[config.mk]
export PLATFORM = sky130hd
export DESIGN_NAME = sss_top
export DESIGN_NICKNAME = d
export VERILOG_FILES = /design/src/verilog/sss_pkg.sv /design/src/verilog/sss_top.sv
export SDC_FILE = /design/constraint.sdc
export NUM_CORES = 1
export LEC_CHECK = 0
export BUFFER_PORTS_ARGS = -buffer_cell sky130_fd_sc_hd__buf_2
export CORE_MARGIN = 8
export CORE_UTILIZATION = 60
export CTS_BUF_LIST = sky130_fd_sc_hd__clkbuf_4 sky130_fd_sc_hd__clkbuf_8
export DETAILED_ROUTE_END_ITERATION = 8
export PLACE_DENSITY = 0.95
export SETUP_SLACK_MARGIN = 0.5
export SYNTH_ARGS = -nofsm -noshare
export SYNTH_HDL_FRONTEND = slang
export SYNTH_SLANG_ARGS = --single-unit
[constraint.sdc]
create_clock -name pclk -period 3.4 [get_ports pclk]
set_input_delay 0.85 -clock pclk [delete_from_list [all_inputs] [get_ports pclk]]
set_output_delay 0.85 -clock pclk [all_outputs]
set_load 0.03 [all_outputs]
[src/verilog/sss_pkg.sv]
// Package for the two-channel three-wire serial port: map, fields, state
`default_nettype none
package sss_pkg;
    // Channel count and bus address width
    localparam int NCH = 2;
    localparam int ADDR_W = 20;
    // Register indices; byte address is four times the index
    localparam logic [15:0] IDX_CTRL1 = 16'hff91;
    localparam logic [15:0] IDX_CTRL2 = 16'hff92;
    localparam logic [15:0] IDX_SHIFT1 = 16'hff93;
    localparam logic [15:0] IDX_SHIFT2 = 16'hff94;
    localparam logic [15:0] IDX_STAT = 16'hff95;
    localparam logic [15:0] IDX_IEN = 16'hff96;
    localparam logic [15:0] IDX_ICLR = 16'hff97;
    localparam logic [15:0] IDX_BIT1 = 16'hff98;
    localparam logic [15:0] IDX_BIT2 = 16'hff99;
    // Internal register identifiers after decode
    localparam logic [3:0] REG_CTRL1 = 4'h0;
    localparam logic [3:0] REG_SHIFT1 = 4'h2;
    localparam logic [3:0] REG_STAT = 4'h4;
    localparam logic [3:0] REG_IEN = 4'h5;
    localparam logic [3:0] REG_ICLR = 4'h6;
    localparam logic [3:0] REG_BIT1 = 4'h7;
    localparam logic [3:0] REG_NONE = 4'hf;
    // Control register fields
    localparam int EN_BIT = 7;
    localparam int MODE_BIT = 2;
    localparam int SEL_HI = 1;
    localparam int SEL_LO = 0;
    localparam logic [7:0] CTRL_MASK = 8'h87;
    // Single-bit access register fields
    localparam int BITIDX_HI = 2;
    localparam int BITVAL_POS = 8;
    // Values after reset
    localparam logic [7:0] CTRL_RESET = 8'h00;
    localparam logic [7:0] SHIFT_RESET = 8'h00;
    // Clock select codes
    localparam logic [1:0] SEL_EXT = 2'h0;
    localparam logic [1:0] SEL_TIMER = 2'h1;
    localparam logic [1:0] SEL_DIV8 = 2'h2;
    localparam logic [1:0] SEL_DIV16 = 2'h3;
    // Internal clock ratios and half-period terminal counts
    localparam int DIV8_RATIO = 8;
    localparam int DIV16_RATIO = 16;
    localparam logic [3:0] DIV8_LAST = 4'(DIV8_RATIO / 2 - 1);
    localparam logic [3:0] DIV16_LAST = 4'(DIV16_RATIO / 2 - 1);
    // Index of the last bit of a byte
    localparam logic [2:0] LAST_BIT = 3'h7;

    // Whole state of the block
    typedef struct packed {
        logic [NCH-1:0][7:0] ctrl;
        logic [NCH-1:0][7:0] shreg;
        logic [NCH-1:0][2:0] cnt;
        logic [NCH-1:0][3:0] div;
        logic [NCH-1:0] busy;
        logic [NCH-1:0] sck_int;
        logic [NCH-1:0] sck_oe;
        logic [NCH-1:0] so;
        logic [NCH-1:0] so_oe;
        logic [NCH-1:0][2:0] sck_sync;
        logic [NCH-1:0][2:0] si_sync;
        logic [NCH-1:0] sck_lvl;
        logic [NCH-1:0] si_lvl;
        logic [2:0] tm_sync;
        logic tm_lvl;
        logic [NCH-1:0] irq_stat;
        logic [NCH-1:0] irq_en;
        logic irq;
        logic pready;
        logic pslverr;
        logic [31:0] prdata;
    } sss_state_s;
endpackage
`default_nettype wire

[src/verilog/sss_top.sv]
// Two-channel three-wire synchronous serial port with APB registers
`timescale 1ns/1ps
`default_nettype none

// Summary of operation
// Eight bits per transfer, MSB first
// Shift out and in during same periods
// Reset clears both shift registers
// Reset clears control: disabled, external clock
// Shift register byte only; control bit or byte
// Enable bit lets shift access start transfer
// Disabled: no shifting, counter cleared, pins free
// Transmit/receive mode: write starts, normal output
// Receive-only mode: read starts, output low
// Clock select: pin, timer, div8, div16
// Falling serial clock edge shifts output latch
// Rising serial clock edge samples input
// Stop after eight bits, set done flag
// Start only enabled, clock stopped or high
// Write while disabled then enable: no start
// Software avoids shift register during transfer
// Control bits six to three read zero
// Clock line idles high, driver per select
module sss_top (
    // Clock and reset
    input wire logic pclk,
    input wire logic presetn,
    // APB slave
    input wire logic psel,
    input wire logic penable,
    input wire logic pwrite,
    input wire logic [sss_pkg::ADDR_W-1:0] paddr,
    input wire logic [31:0] pwdata,
    input wire logic [3:0] pstrb,
    output logic [31:0] prdata,
    output logic pready,
    output logic pslverr,
    // Serial clock pins, one per channel
    input wire logic [sss_pkg::NCH-1:0] sck_in,
    output logic [sss_pkg::NCH-1:0] sck_out,
    output logic [sss_pkg::NCH-1:0] sck_oe,
    // Serial data pins
    input wire logic [sss_pkg::NCH-1:0] si_in,
    output logic [sss_pkg::NCH-1:0] so_out,
    output logic [sss_pkg::NCH-1:0] so_oe,
    // Timer output used as a shift clock source
    input wire logic timer_two,
    // Transfer-done interrupt
    output logic irq
);
    import sss_pkg::*;

    // Current and next state
    sss_state_s st;
    sss_state_s nx;
    // Bus helpers
    logic acc;
    logic commit;
    logic [3:0] rid;
    logic [NCH-1:0] clr;
    logic tm_rise;
    // Per-channel event helpers
    logic [NCH-1:0] trig_wr;
    logic [NCH-1:0] trig_rd;
    logic [NCH-1:0] can_go;
    logic [NCH-1:0] fall_v;
    logic [NCH-1:0] rise_v;
    logic [NCH-1:0] done_v;

    // Address decode, used for both read and write
    function automatic logic [3:0] reg_id(input logic [ADDR_W-1:0] a);
        reg_id = REG_NONE;
        if (a == {2'b00, IDX_CTRL1, 2'b00}) begin
            reg_id = REG_CTRL1;
        end else if (a == {2'b00, IDX_CTRL2, 2'b00}) begin
            reg_id = REG_CTRL1 + 4'h1;
        end else if (a == {2'b00, IDX_SHIFT1, 2'b00}) begin
            reg_id = REG_SHIFT1;
        end else if (a == {2'b00, IDX_SHIFT2, 2'b00}) begin
            reg_id = REG_SHIFT1 + 4'h1;
        end else if (a == {2'b00, IDX_STAT, 2'b00}) begin
            reg_id = REG_STAT;
        end else if (a == {2'b00, IDX_IEN, 2'b00}) begin
            reg_id = REG_IEN;
        end else if (a == {2'b00, IDX_ICLR, 2'b00}) begin
            reg_id = REG_ICLR;
        end else if (a == {2'b00, IDX_BIT1, 2'b00}) begin
            reg_id = REG_BIT1;
        end else if (a == {2'b00, IDX_BIT2, 2'b00}) begin
            reg_id = REG_BIT1 + 4'h1;
        end
    endfunction

    // Read value for a decoded register
    function automatic logic [7:0] rd_val(input logic [3:0] id, input sss_state_s s);
        rd_val = 8'h00;
        if (id == REG_CTRL1 || id == REG_CTRL1 + 4'h1) begin
            rd_val = s.ctrl[id[0]] & CTRL_MASK;
        end else if (id == REG_SHIFT1 || id == REG_SHIFT1 + 4'h1) begin
            rd_val = s.shreg[id[0]];
        end else if (id == REG_STAT) begin
            rd_val = {{(8 - NCH){1'b0}}, s.irq_stat};
        end else if (id == REG_IEN) begin
            rd_val = {{(8 - NCH){1'b0}}, s.irq_en};
        end
    endfunction

    // Next-state logic for bus, synchronisers and both channels
    always_comb begin
        nx = st;
        trig_wr = '0;
        trig_rd = '0;
        can_go = '0;
        fall_v = '0;
        rise_v = '0;
        done_v = '0;
        acc = psel & penable;
        rid = reg_id(paddr);
        // Effects land on the edge where pready is sampled high
        commit = acc & st.pready & ~st.pslverr;
        clr = '0;
        // Timer input: three stages, level taken when stages agree
        nx.tm_sync = {st.tm_sync[1:0], timer_two};
        if (st.tm_sync[1] == st.tm_sync[2]) begin
            nx.tm_lvl = st.tm_sync[1];
        end
        tm_rise = nx.tm_lvl & ~st.tm_lvl;
        // APB: answer one cycle into the access phase
        if (acc && !st.pready) begin
            nx.pready = 1'b1;
            // Shift register takes only a full low-byte write
            nx.pslverr = (rid == REG_NONE) || (pwrite && !pstrb[0] &&
                (rid == REG_SHIFT1 || rid == REG_SHIFT1 + 4'h1));
            nx.prdata = pwrite ? 32'h0000_0000 : {24'h00_0000, rd_val(rid, st)};
        end else if (acc) begin
            // Completion edge
            nx.pready = 1'b0;
            nx.pslverr = 1'b0;
        end
        // Interrupt enable and write-one-to-clear
        if (commit && pwrite && rid == REG_IEN) begin
            nx.irq_en = pwdata[NCH-1:0];
        end
        if (commit && pwrite && rid == REG_ICLR) begin
            clr = pwdata[NCH-1:0];
        end
        // Channel engines
        for (int ch = 0; ch < NCH; ch++) begin
            // Pin synchronisers
            nx.sck_sync[ch] = {st.sck_sync[ch][1:0], sck_in[ch]};
            if (st.sck_sync[ch][1] == st.sck_sync[ch][2]) begin
                nx.sck_lvl[ch] = st.sck_sync[ch][1];
            end
            nx.si_sync[ch] = {st.si_sync[ch][1:0], si_in[ch]};
            if (st.si_sync[ch][1] == st.si_sync[ch][2]) begin
                nx.si_lvl[ch] = st.si_sync[ch][1];
            end
            // Shift clock edges from the selected source
            if (st.ctrl[ch][SEL_HI:SEL_LO] != SEL_EXT) begin
                if (st.busy[ch]) begin
                    // Timer rising edges or divided system clock toggle the line
                    if (st.ctrl[ch][SEL_HI:SEL_LO] == SEL_TIMER) begin
                        if (tm_rise) begin
                            nx.sck_int[ch] = ~st.sck_int[ch];
                        end
                    end else if ((st.ctrl[ch][SEL_HI:SEL_LO] == SEL_DIV8 &&
                                  st.div[ch] == DIV8_LAST) ||
                                 (st.ctrl[ch][SEL_HI:SEL_LO] == SEL_DIV16 &&
                                  st.div[ch] == DIV16_LAST)) begin
                        nx.div[ch] = 4'h0;
                        nx.sck_int[ch] = ~st.sck_int[ch];
                    end else begin
                        nx.div[ch] = st.div[ch] + 4'h1;
                    end
                    fall_v[ch] = st.sck_int[ch] & ~nx.sck_int[ch];
                    rise_v[ch] = ~st.sck_int[ch] & nx.sck_int[ch];
                end else begin
                    // Internal clock rests high between bytes
                    nx.div[ch] = 4'h0;
                    nx.sck_int[ch] = 1'b1;
                end
            end else begin
                // External clock from the far party
                nx.sck_int[ch] = 1'b1;
                fall_v[ch] = st.busy[ch] & st.sck_lvl[ch] & ~nx.sck_lvl[ch];
                rise_v[ch] = st.busy[ch] & ~st.sck_lvl[ch] & nx.sck_lvl[ch];
            end
            // Falling edge: next bit into the output latch
            if (fall_v[ch]) begin
                nx.so[ch] = st.shreg[ch][7];
            end
            // Rising edge: sample input, shift, count
            if (rise_v[ch]) begin
                // Take the level accepted at this very edge; the old one is a bit late
                nx.shreg[ch] = {st.shreg[ch][6:0], nx.si_lvl[ch]};
                if (st.cnt[ch] == LAST_BIT) begin
                    // Eighth bit: stop and flag
                    nx.cnt[ch] = 3'h0;
                    nx.busy[ch] = 1'b0;
                    done_v[ch] = 1'b1;
                end else begin
                    nx.cnt[ch] = st.cnt[ch] + 3'h1;
                end
            end
            // Start condition: enabled, idle, clock stopped or high
            can_go[ch] = st.ctrl[ch][EN_BIT] && !st.busy[ch] &&
                (st.ctrl[ch][SEL_HI:SEL_LO] != SEL_EXT || st.sck_lvl[ch]);
            trig_wr[ch] = commit && pwrite && rid == REG_SHIFT1 + 4'(ch);
            trig_rd[ch] = commit && !pwrite && rid == REG_SHIFT1 + 4'(ch);
            // Write loads data; starts only in transmit/receive mode
            if (trig_wr[ch]) begin
                nx.shreg[ch] = pwdata[7:0];
                if (can_go[ch] && !st.ctrl[ch][MODE_BIT]) begin
                    nx.busy[ch] = 1'b1;
                    nx.cnt[ch] = 3'h0;
                    nx.div[ch] = 4'h0;
                end
            end
            // Read starts in receive-only mode
            if (trig_rd[ch] && can_go[ch] && st.ctrl[ch][MODE_BIT]) begin
                nx.busy[ch] = 1'b1;
                nx.cnt[ch] = 3'h0;
                nx.div[ch] = 4'h0;
            end
            // Disabled channel: engine stopped, counter cleared
            if (!st.ctrl[ch][EN_BIT]) begin
                nx.busy[ch] = 1'b0;
                nx.cnt[ch] = 3'h0;
                nx.div[ch] = 4'h0;
            end
            // Receive-only mode holds the output low
            if (st.ctrl[ch][MODE_BIT]) begin
                nx.so[ch] = 1'b0;
            end
            // Pin drivers: released to port use when disabled
            nx.sck_oe[ch] = st.ctrl[ch][EN_BIT] &&
                st.ctrl[ch][SEL_HI:SEL_LO] != SEL_EXT;
            nx.so_oe[ch] = st.ctrl[ch][EN_BIT];
            // Control writes: byte, or single bit; bits six to three stay zero
            if (commit && pwrite && rid == REG_CTRL1 + 4'(ch)) begin
                nx.ctrl[ch] = pwdata[7:0] & CTRL_MASK;
            end
            if (commit && pwrite && rid == REG_BIT1 + 4'(ch) &&
                CTRL_MASK[pwdata[BITIDX_HI:0]]) begin
                nx.ctrl[ch][pwdata[BITIDX_HI:0]] = pwdata[BITVAL_POS];
            end
        end
        // Sticky done flags: a new event beats a clear
        nx.irq_stat = (st.irq_stat & ~clr) | done_v;
        nx.irq = |(nx.irq_stat & nx.irq_en);
    end

    // State register; reset clears control and shift registers
    always_ff @(posedge pclk or negedge presetn) begin
        if (!presetn) begin
            st <= '0;
            st.ctrl <= {NCH{CTRL_RESET}};
            st.shreg <= {NCH{SHIFT_RESET}};
            st.sck_int <= '1;
            st.sck_lvl <= '1;
            // Clock pin rests high; match it so no false edge follows reset
            st.sck_sync <= '1;
        end else begin
            st <= nx;
        end
    end

    // Outputs straight from state flops
    assign prdata = st.prdata;
    assign pready = st.pready;
    assign pslverr = st.pslverr;
    assign sck_out = st.sck_int;
    assign sck_oe = st.sck_oe;
    assign so_out = st.so;
    assign so_oe = st.so_oe;
    assign irq = st.irq;

    // Per-channel checks
    for (genvar g = 0; g < NCH; g++) begin : g_chk

    end
endmodule
`default_nettype wire

==> results.py, run 1 <==
metrics = {
    "run_status": {
        "status": "complete, no violations",
    },
    "grt": {
        "grt_pass1_vias": 4123,
        "antenna_found_initial": 0,
        "overflow": 0,
        "grt_start_max_net_pins": 84,
        "grt_pass1_wl_um": 19900,
        "grt_use_total": 0.223,
    },
    "sta": {
        "fin_crit_sh": 0.823,
        "setup_viol": 0,
        "fmax_ghz": 0.357,
        "worst_pin_slew_ps": 1040,
        "finClkSkew_ps": 8.39,
        "period_needed_ps": 2800,
        "hold_viol": 0,
        "rsz0062_at_grt": "no",
        "relSlewSlack": 0.306,
        "maxSlewViolCount": 0,
        "fin_tns_setup_ps": 0,
    },
    "routing": {
        "wl_um": 12000,
        "route.detailed.drc": 0,
        "vias": 3978,
        "wl_met2_um": 6010,
        "routed_via_density": 6.25,
        "avgRoutedWirePerCell_um": 18.9,
        "wl_met3_um": 893,
        "wl_met1_um": 4690,
        "first_iter_violations": 314,
        "ant_nets": 0,
        "first_pass_iters": 5,
        "top_layer": "met4",
    },
    "setup_path": {
        "crit_arrival_ps": 3040,
        "crit_fanout": 12,
        "worstSetupPathType": "in -> reg",
        "start_kind": "input pin",
        "cp.required_ps": 3640,
        "cp-end-kind": "flip-flop",
        "rrSetupSlack_ps": 1080,
    },
    "placed_design": {
        "port_buffers": 58,
        "gp_congestion": 0.922,
        "dp_hpwl_um": 8980,
    },
    "floorplanning": {
        "top_level_ports": 109,
        "start_util": 0.609,
        "die-area_sq_mm": 0.0108,
        "core-area_sq_mm": 0.00761,
        "die_h_um": 104,
        "rows": 32,
        "die_w_um": 104,
    },
    "job": {
        "maxCapViolCount": 0,
    },
    "synthesis": {
        "ys_ff_latch": 83,
        "syn_inst": 483,
        "async_reset_ff_frac": 1.00,
        "synth_seq_area_share": 0.451,
        "syn-cell-area_sq_mm": 0.00464,
        "yosys_warnings": 0,
        "synthFlopType": "dfrtp_1",
        "synth_edf_count": 0,
        "synth_cell_types": 63,
        "syn_avg_cell_area_sq_um": 9.60,
    },
    "finish": {
        "nets": 601,
        "layout-area-overhead-vs-synth_pct": 8.64,
        "layout-drive-gt1-share": 0.217,
        "multiInputGateArea_sq_mm": 0.00218,
        "nFillCells": 577,
        "antennaDiodeCount": 0,
        "seq_area_sq_mm": 0.00209,
    },
    "pwr": {
        "finalPower_mw": 1.86,
        "power-per-cell-area_mw_per_mm2": 370,
        "peakVddDrop_v": 0.000235,
        "leakage_nw": 2.28,
    },
    "clock_tree": {
        "clk_pin_slew_ps": 90,
        "htree_levels": 3,
        "clock_sinks": 83,
        "clockBufferDepth": 2,
        "cts_resized": 0,
        "cts_buffers": 9,
        "post-cts-setup-buffer-count": 0,
        "clock_latency_ps": 350,
        "cts_hold_buf": 0,
        "clk_root_buffer_cell": "clkbuf_8",
        "cts_tree": "built",
    },
    "min_path": {
        "min_path_type": "reg -> reg",
    },
}
==> critical path, stage by stage <==
cell and delay, ps:
buf_2 180, nor2_1 260, xor2_1 180, or3_1 470
a2111o_1 480, mux2_1 350, mux2_2 270
==> cells by family after synthesis <==
family	synth area share
other	0.000809
xor gates and xnor gates	0.0151
adders and majority gates	0.0227
and+or+nand+nor	0.205
DFF	0.451
muxes	0.0737
buffers and inverters	0.0974
AOI/OAI and AO/OA	0.135
==> synthesized netlist by cell type (4+ instances only) <==
cell,count,share of area
a21oi_1,33,0.036
a22oi_1,4,0.0065
a32oi_1,4,0.0076
and3_1,4,0.0054
buf_2,4,0.0043
buf_4,40,0.065
clkbuf_1,12,0.0097
dfrtp_1,73,0.39
dfstp_2,10,0.057
ha_1,6,0.016
inv_1,23,0.019
mux2_2,14,0.034
mux2i_1,15,0.032
nand2_1,35,0.028
nand3_1,17,0.018
nand3b_1,4,0.0065
nand4_1,6,0.0081
nor2_1,42,0.034
nor2b_1,11,0.015
nor3_1,20,0.022
o21ai_0,17,0.018
o221ai_1,7,0.013
or3_1,6,0.0081
xor2_1,5,0.0094
==> registers in the layout, summed over array words and instances (netlist names) <==
register and cells:
st 52, nx 12, prdata 8, sck_oe 2
sck_out 2, so_oe 2, so_out 2, irq 1
pready 1, pslverr 1
==> power by group <==
part	switching [mW]	total, mW	internal, mW
Combinational	0.129	0.174	0.0453
Clock	0.389	0.665	0.277
Sequential	0.0133	1.02	1.01
Total	0.531	1.86	1.33
==> cell usage in the layout, fill, tap and decap left out, types with 4 or more instances in the layout <==
master and count:
a21oi_1 33, a22oi_1 4, a32oi_1 4, and3_1 4
buf_2 57, buf_4 11, clkbuf_8 9, conb_1 24
dfrtp_1 73, dfstp_2 10, ha_1 6, inv_1 23
mux2_2 14, mux2i_1 15, nand2_1 35, nand3_1 17
nand3b_1 4, nand4_1 6, nor2_1 42, nor2b_1 11
nor3_1 20, o21ai_0 17, o221ai_1 7, or3_1 6
xor2_1 5
==> per-layer routing <==
layer,up-vias,GRT usage
li1,1755,-
met5,-,0
met1,1964,0.262
met4,0,0.112
met3,38,0.0545
met2,221,0.374
==> final cells by class <==
cell class / instances / share of cell area
clock inverters: 7 / 0.0119
well taps: 102 / 0.0253
inverters: 23 / 0.0171
multi-input cells: 344 / 0.433
flip-flops and latches: 83 / 0.415
repair buffers: 68 / 0.0730
clock buffers: 9 / 0.0246
==> path summary, 6_finish.rpt <==
| path | from | endpoint | cells past startpoint |
|---|---|---|---|
| setup / recovery | paddr[3] | nx[59] | 7 |
| hold / removal | nx[51] | nx[52] | 0 |
| setup reg to reg | pslverr | st[86] | 5 |
| hold reg to reg | nx[51] | nx[52] | 0 |
| max in group asynchronous | presetn | nx[49] | 1 |
| min in group asynchronous | presetn | st[43] | 1 |
==> through the flow <==
| step | setup slack, ps | hold WS (ps) | area (sq um) | instances | util |
|---|---|---|---|---|---|
| 3_3_place_gp | 315 | 336 | 4850 | 620 | 0.638 |
| 6_report | 603 | 357 | 5040 | 636 | 0.662 |
| 2_1_floorplan | 517 | 331 | 4720 | 506 | - |
| 3_5_place_dp | 282 | 337 | 4850 | 620 | 0.638 |
| 5_1_grt | 565 | 362 | 5040 | 636 | 0.662 |
| 4_1_cts | 644 | 358 | 5040 | 636 | 0.662 |
(Power assumes the default switching activity.)
==> run 2: changes to the inputs <==
--- a/config.mk
+++ b/config.mk
@@ -7,10 +7,10 @@
 export LEC_CHECK = 0
 export BUFFER_PORTS_ARGS = -buffer_cell sky130_fd_sc_hd__buf_2
 export CORE_MARGIN = 8
-export CORE_UTILIZATION = 60
+export CORE_UTILIZATION = 56
 export CTS_BUF_LIST = sky130_fd_sc_hd__clkbuf_4 sky130_fd_sc_hd__clkbuf_8
 export DETAILED_ROUTE_END_ITERATION = 8
-export PLACE_DENSITY = 0.95
+export PLACE_DENSITY = 0.91
 export SETUP_SLACK_MARGIN = 0.5
 export SYNTH_ARGS = -nofsm -noshare
 export SYNTH_HDL_FRONTEND = slang
==> constraint.sdc (replaced) <==
create_clock -name pclk -period 2.86 [get_ports pclk]
set_input_delay 0.715 -clock pclk [delete_from_list [all_inputs] [get_ports pclk]]
set_output_delay 0.715 -clock pclk [all_outputs]
set_load 0.03 [all_outputs]
==> run 2 against run 1 <==
Net effect: global-route usage is 1.5 points lower; clock power is 49% higher; worst setup slack worse by 270 ps; highest routed layer unchanged; first-iteration DRC count is 24% lower; cell area is 7.3% higher; final cell count is 4.2% higher; via count is 0.30% higher; critical path depth stayed put; sequential cell count stayed put; die area is 6.0% higher; largest cell class unchanged.
==> results.py, run 2 (same netlist as run 1, synthesis figures left out) <==
metrics = {
    "placed_design": {
        "dp_slack_ps": -38.3,
        "place_area_sq_mm": 0.00504,
        "port_buffers": 58,
        "dp_hpwl_um": 8640,
        "gp_congestion": 0.957,
        "placed_cells": 641,
    },
    "floorplanning": {
        "die_w_um": 107,
        "core-area_sq_mm": 0.00813,
        "start_util": 0.570,
        "die_h_um": 107,
        "rows": 33,
        "top_level_ports": 109,
        "die-area_sq_mm": 0.0114,
    },
    "routing": {
        "route.detailed.drc": 0,
        "first_iter_violations": 238,
        "ant_nets": 0,
        "routed_via_density": 6.02,
        "wl_um": 11800,
        "avgRoutedWirePerCell_um": 17.8,
        "first_pass_iters": 5,
        "vias": 3990,
    },
    "finish": {
        "nets": 625,
        "layout-area-overhead-vs-synth_pct": 16.6,
        "final_cell_mix": "73 x dfrtp_1, 55 x buf_2, 38 x nor2_1",
        "final_util": 0.664,
        "layout-drive-gt1-share": 0.285,
        "layout.cells.non_filler": 663,
        "final_area_sq_mm": 0.00540,
        "antennaDiodeCount": 0,
        "final_common_cell": "dfrtp_1",
        "nFillCells": 619,
        "largest_register": "st",
        "largest_reg_flops": 52,
    },
    "clock_tree": {
        "cts_buffers": 9,
        "clock_sinks": 83,
        "htree_levels": 3,
        "clock_latency_ps": 370,
        "clk_root_buffer_cell": "clkbuf_8",
        "cts_tree": "built",
        "cts_hold_buf": 0,
        "clk_pin_slew_ps": 100,
        "clockBufferDepth": 2,
    },
    "sta": {
        "worst_pin_slew_ps": 1020,
        "hold_viol": 0,
        "fmax_ghz": 0.396,
        "rsz0062_at_grt": "yes",
        "relSlewSlack": 0.321,
        "period_needed_ps": 2530,
        "maxSlewViolCount": 0,
        "setup_slack_ps": 332,
        "finClkSkew_ps": 13.0,
        "setup_viol": 0,
        "fin_crit_sh": 0.884,
        "hold-worst-slack_ps": 355,
    },
    "job": {
        "maxCapViolCount": 0,
    },
    "setup_path": {
        "cp.required_ps": 3110,
        "start_kind": "input pin",
        "crit_fanout": 4,
        "crit_arrival_ps": 2780,
        "cp-end-kind": "flip-flop",
        "rrSetupSlack_ps": 500,
        "worstSetupPathType": "in -> reg",
    },
    "min_path": {
        "min_path_type": "reg -> reg",
    },
    "pwr": {
        "power.share.clock": 0.406,
        "p_int_mw": 1.78,
        "p_switching_mw": 0.656,
        "seq_power_share": 0.500,
        "power-per-cell-area_mw_per_mm2": 451,
        "switching_share": 0.269,
        "leakage_nw": 2.47,
        "power_frac_comb": 0.094,
        "peakVddDrop_v": 0.000281,
    },
    "grt": {
        "grt_pass1_wl_um": 19200,
        "antenna_found_initial": 0,
        "grt_use_total": 0.209,
        "grt_start_max_net_pins": 83,
        "overflow": 0,
        "grt_pass1_vias": 4026,
    },
    "run_status": {
        "status": "complete, no violations",
    },
}
run 2: cell types whose count changed in the layout (fill, tap and decap cells not counted), moves of 2 or more:
cell and change:
buf_2 -2, mux2_4 +5, nand2_2 +3, nor2_1 -4, buf_6 +3, buf_4 +23
mux2_2 -4, nand2_1 -3, nor2_4 +2, clkinvlp_4 -3, bufinv_16 +2, nor2_2 +2
run 2: metal layers:
layer	global-route usage	vias up	part of all wire
met4	0.121	0	0.041
met5	0	-	0
met2	0.338	174	0.49
li1	-	1816	-
met3	0.0378	47	0.065
met1	0.257	1953	0.40
run 2: power by group through the flow:
stage / clock network, mW / logic [mW] / registers (mW)
after floorplan: 0 / 0.132 / 1.25
after CTS: 0.995 / 0.220 / 1.22
after global routing: 1.05 / 0.247 / 1.22
final: 0.990 / 0.229 / 1.22
after global placement: 0 / 0.212 / 1.24
after detailed placement: 0 / 0.217 / 1.24
run 2: through the flow:
stage / total power [mW] / setup TNS [ps]
final: 2.44 / 0
after global placement: 1.45 / -42.3
after detailed placement: 1.46 / -115
after global routing: 2.51 / 0
after CTS: 2.43 / 0
after floorplan: 1.38 / 0
run 2: cell type report:
class	instances	area, sq um	area share
clock buffer	9	124	0.0229
clock inverter	7	106	0.0197
inverter	23	86.3	0.0160
multi-input combinational	344	2300	0.426
sequential	83	2090	0.387
tap	105	131	0.0243
timing repair buffer	92	564	0.104
run 2: worst max-delay path, cell delays in order:
cell      delay [ps]
buf_6             90
or4b_4           550
nor4_4           250
nand2_2          100
a2111o_1         470
mux2_1           340
mux2_2           260
run 2: final timing paths:
| kind | from | end | depth (start not counted) |
|---|---|---|---|
| setup reg to reg | pslverr | st[100] | 6 |
| hold / removal | nx[48] | nx[49] | 0 |
| setup / recovery | paddr[1] | st[100] | 7 |
| min in group asynchronous | presetn | nx[49] | 1 |
| max in group asynchronous | presetn | st[58] | 2 |
| hold reg to reg | nx[48] | nx[49] | 0 |
run 2: what timing repair did:
item / 4_1_cts / 5_1_grt
endpoints found under the setup margin: 8 / 16
pin swaps: 1 / 4
buffers inserted: 3 / 3
gates resized for setup: 4 / 15
==> run 3: changes to the inputs <==
--- a/config.mk
+++ b/config.mk
@@ -5,12 +5,12 @@
 export SDC_FILE = /design/constraint.sdc
 export NUM_CORES = 1
 export LEC_CHECK = 0
-export BUFFER_PORTS_ARGS = -buffer_cell sky130_fd_sc_hd__buf_2
 export CORE_MARGIN = 8
-export CORE_UTILIZATION = 56
+export CORE_UTILIZATION = 60
 export CTS_BUF_LIST = sky130_fd_sc_hd__clkbuf_4 sky130_fd_sc_hd__clkbuf_8
 export DETAILED_ROUTE_END_ITERATION = 8
-export PLACE_DENSITY = 0.91
+export DONT_BUFFER_PORTS = 1
+export PLACE_DENSITY = 0.84
 export SETUP_SLACK_MARGIN = 0.5
 export SYNTH_ARGS = -nofsm -noshare
 export SYNTH_HDL_FRONTEND = slang
==> run 3 against run 2 <==
Net effect: count of clock-buffer cells in the layout did not move; fmax about the same; via count down 7.4%; sequential share of layout area is 4.0 points higher; global-route usage is essentially flat; critical endpoint unchanged; largest cell class unchanged; largest power group unchanged.
==> results.py, run 3 (same netlist as run 1, synthesis figures left out) <==
metrics = {
    "sta": {
        "fin_tns_setup_ps": 0,
        "setup_viol": 0,
        "fin_crit_sh": 0.883,
        "finClkSkew_ps": 9.55,
        "maxSlewViolCount": 0,
        "rsz0062_at_grt": "yes",
        "fmax_ghz": 0.396,
        "hold_viol": 0,
        "period_needed_ps": 2530,
    },
    "clock_tree": {
        "clk_root_buffer_cell": "clkbuf_8",
        "clock_sinks": 83,
        "htree_levels": 3,
        "cts_tree": "built",
        "clockBufferDepth": 2,
        "cts_buffers": 9,
        "clk_pin_slew_ps": 90,
        "clock_latency_ps": 370,
        "cts_hold_buf": 0,
    },
    "finish": {
        "final_common_cell": "dfrtp_1",
        "layout-area-overhead-vs-synth_pct": 5.80,
        "final_cell_mix": "72 x dfrtp_1, 39 x nor2_1, 33 x nand2_1, 33 x a21oi_1, 24 x conb_1",
        "final_area_sq_mm": 0.00490,
        "nets": 550,
        "nFillCells": 607,
        "largest_register": "st",
        "layout-drive-gt1-share": 0.168,
        "multiInputGateArea_sq_mm": 0.00227,
        "final_util": 0.645,
        "largest_reg_flops": 52,
        "seq_area_sq_mm": 0.00209,
        "antennaDiodeCount": 0,
    },
    "routing": {
        "wl_um": 11200,
        "vias": 3695,
        "routed_via_density": 6.32,
        "avgRoutedWirePerCell_um": 19.1,
        "first_pass_iters": 5,
        "first_iter_violations": 227,
        "route.detailed.drc": 0,
        "ant_nets": 0,
    },
    "setup_path": {
        "reg2reg_from": "pslverr",
        "crit_family": "simple AND/OR/NAND/NOR gates",
        "cp-end-kind": "flip-flop",
        "path_cells": "or4b_4, nor4_4, nand2_2, a2111o_1, mux2_1, mux2_2",
        "cp.required_ps": 3120,
        "r2r-end": "st[100]",
        "worstSetupPathType": "in -> reg",
        "r2r_cells": 5,
        "slowest_stage": "or4b_4",
        "rrSetupSlack_ps": 470,
        "slowest_delay_ps": 560,
        "crit_fanout": 5,
        "crit_arrival_ps": 2780,
        "start_kind": "input pin",
        "path_buf_inv": 0,
    },
    "pwr": {
        "power-per-cell-area_mw_per_mm2": 456,
        "peakVddDrop_v": 0.000288,
        "leakage_nw": 2.11,
    },
    "grt": {
        "antenna_found_initial": 0,
        "grt_start_max_net_pins": 84,
        "grt_pass1_vias": 3706,
        "grt_pass1_wl_um": 18400,
        "overflow": 0,
        "grt_use_total": 0.209,
    },
    "floorplanning": {
        "top_level_ports": 109,
        "core-area_sq_mm": 0.00761,
        "die-area_sq_mm": 0.0108,
        "rows": 32,
        "die_w_um": 104,
        "start_util": 0.609,
        "die_h_um": 104,
    },
    "placed_design": {
        "port_buffers": 0,
        "place_area_sq_mm": 0.00463,
        "gp_congestion": 0.937,
        "dp_hpwl_um": 8100,
    },
    "min_path": {
        "min_path_type": "in -> async",
    },
    "run_status": {
        "status": "complete, no violations",
    },
    "job": {
        "maxCapViolCount": 0,
    },
}
[run 3: worst max path at each step]
| stage | startpoint | to | slack, ps | depth (start not counted) |
|---|---|---|---|---|
| after floorplan | paddr[1] | nx[59] | 130 | 6 |
| after global placement | paddr[1] | nx[59] | 80 | 6 |
| after detailed placement | paddr[1] | st[101] | 40 | 6 |
| after CTS | paddr[1] | st[100] | 440 | 6 |
| after global routing | paddr[1] | st[100] | 320 | 6 |
| final | paddr[1] | st[100] | 330 | 6 |
[run 3: stage by stage]
step                      std cells  hold WS (ps)  worst slack, ps  power [mW]
after floorplan                 506           331              132        1.38
after global placement          565           340             76.2        1.36
after detailed placement        565           340             37.5        1.37
after CTS                       583          19.6              440        2.25
after global routing            585          9.31              319        2.31
final                           585          35.4              334        2.24
[run 3: metal layers]
| layer | global-route usage | share of wire |
|---|---|---|
| met1 | 0.243 | 0.39 |
| met2 | 0.347 | 0.49 |
| met3 | 0.0768 | 0.094 |
| met4 | 0.0724 | 0.022 |
| met5 | 0 | 0 |
[run 3: what timing repair did]
item                       in CTS  in global routing
resized for setup               1                 10
setup buffers                   2                  2
setup endpoints to repair       4                 20
[run 3: final cells by class]
class | instances | area share
Tap cell | 102 | 0.0260
Inverter | 23 | 0.0176
Timing Repair Buffer | 17 | 0.0260
Sequential cell | 83 | 0.426
Clock buffer | 9 | 0.0253
Multi-Input combinational cell | 344 | 0.462
Clock inverter | 7 | 0.0168
[run 3: power by group]
group	total, mW	internal [mW]	switching [mW]
logic	0.119	0.0329	0.0859
clock network	0.889	0.419	0.471
registers	1.23	1.20	0.0275
total	2.24	1.65	0.584
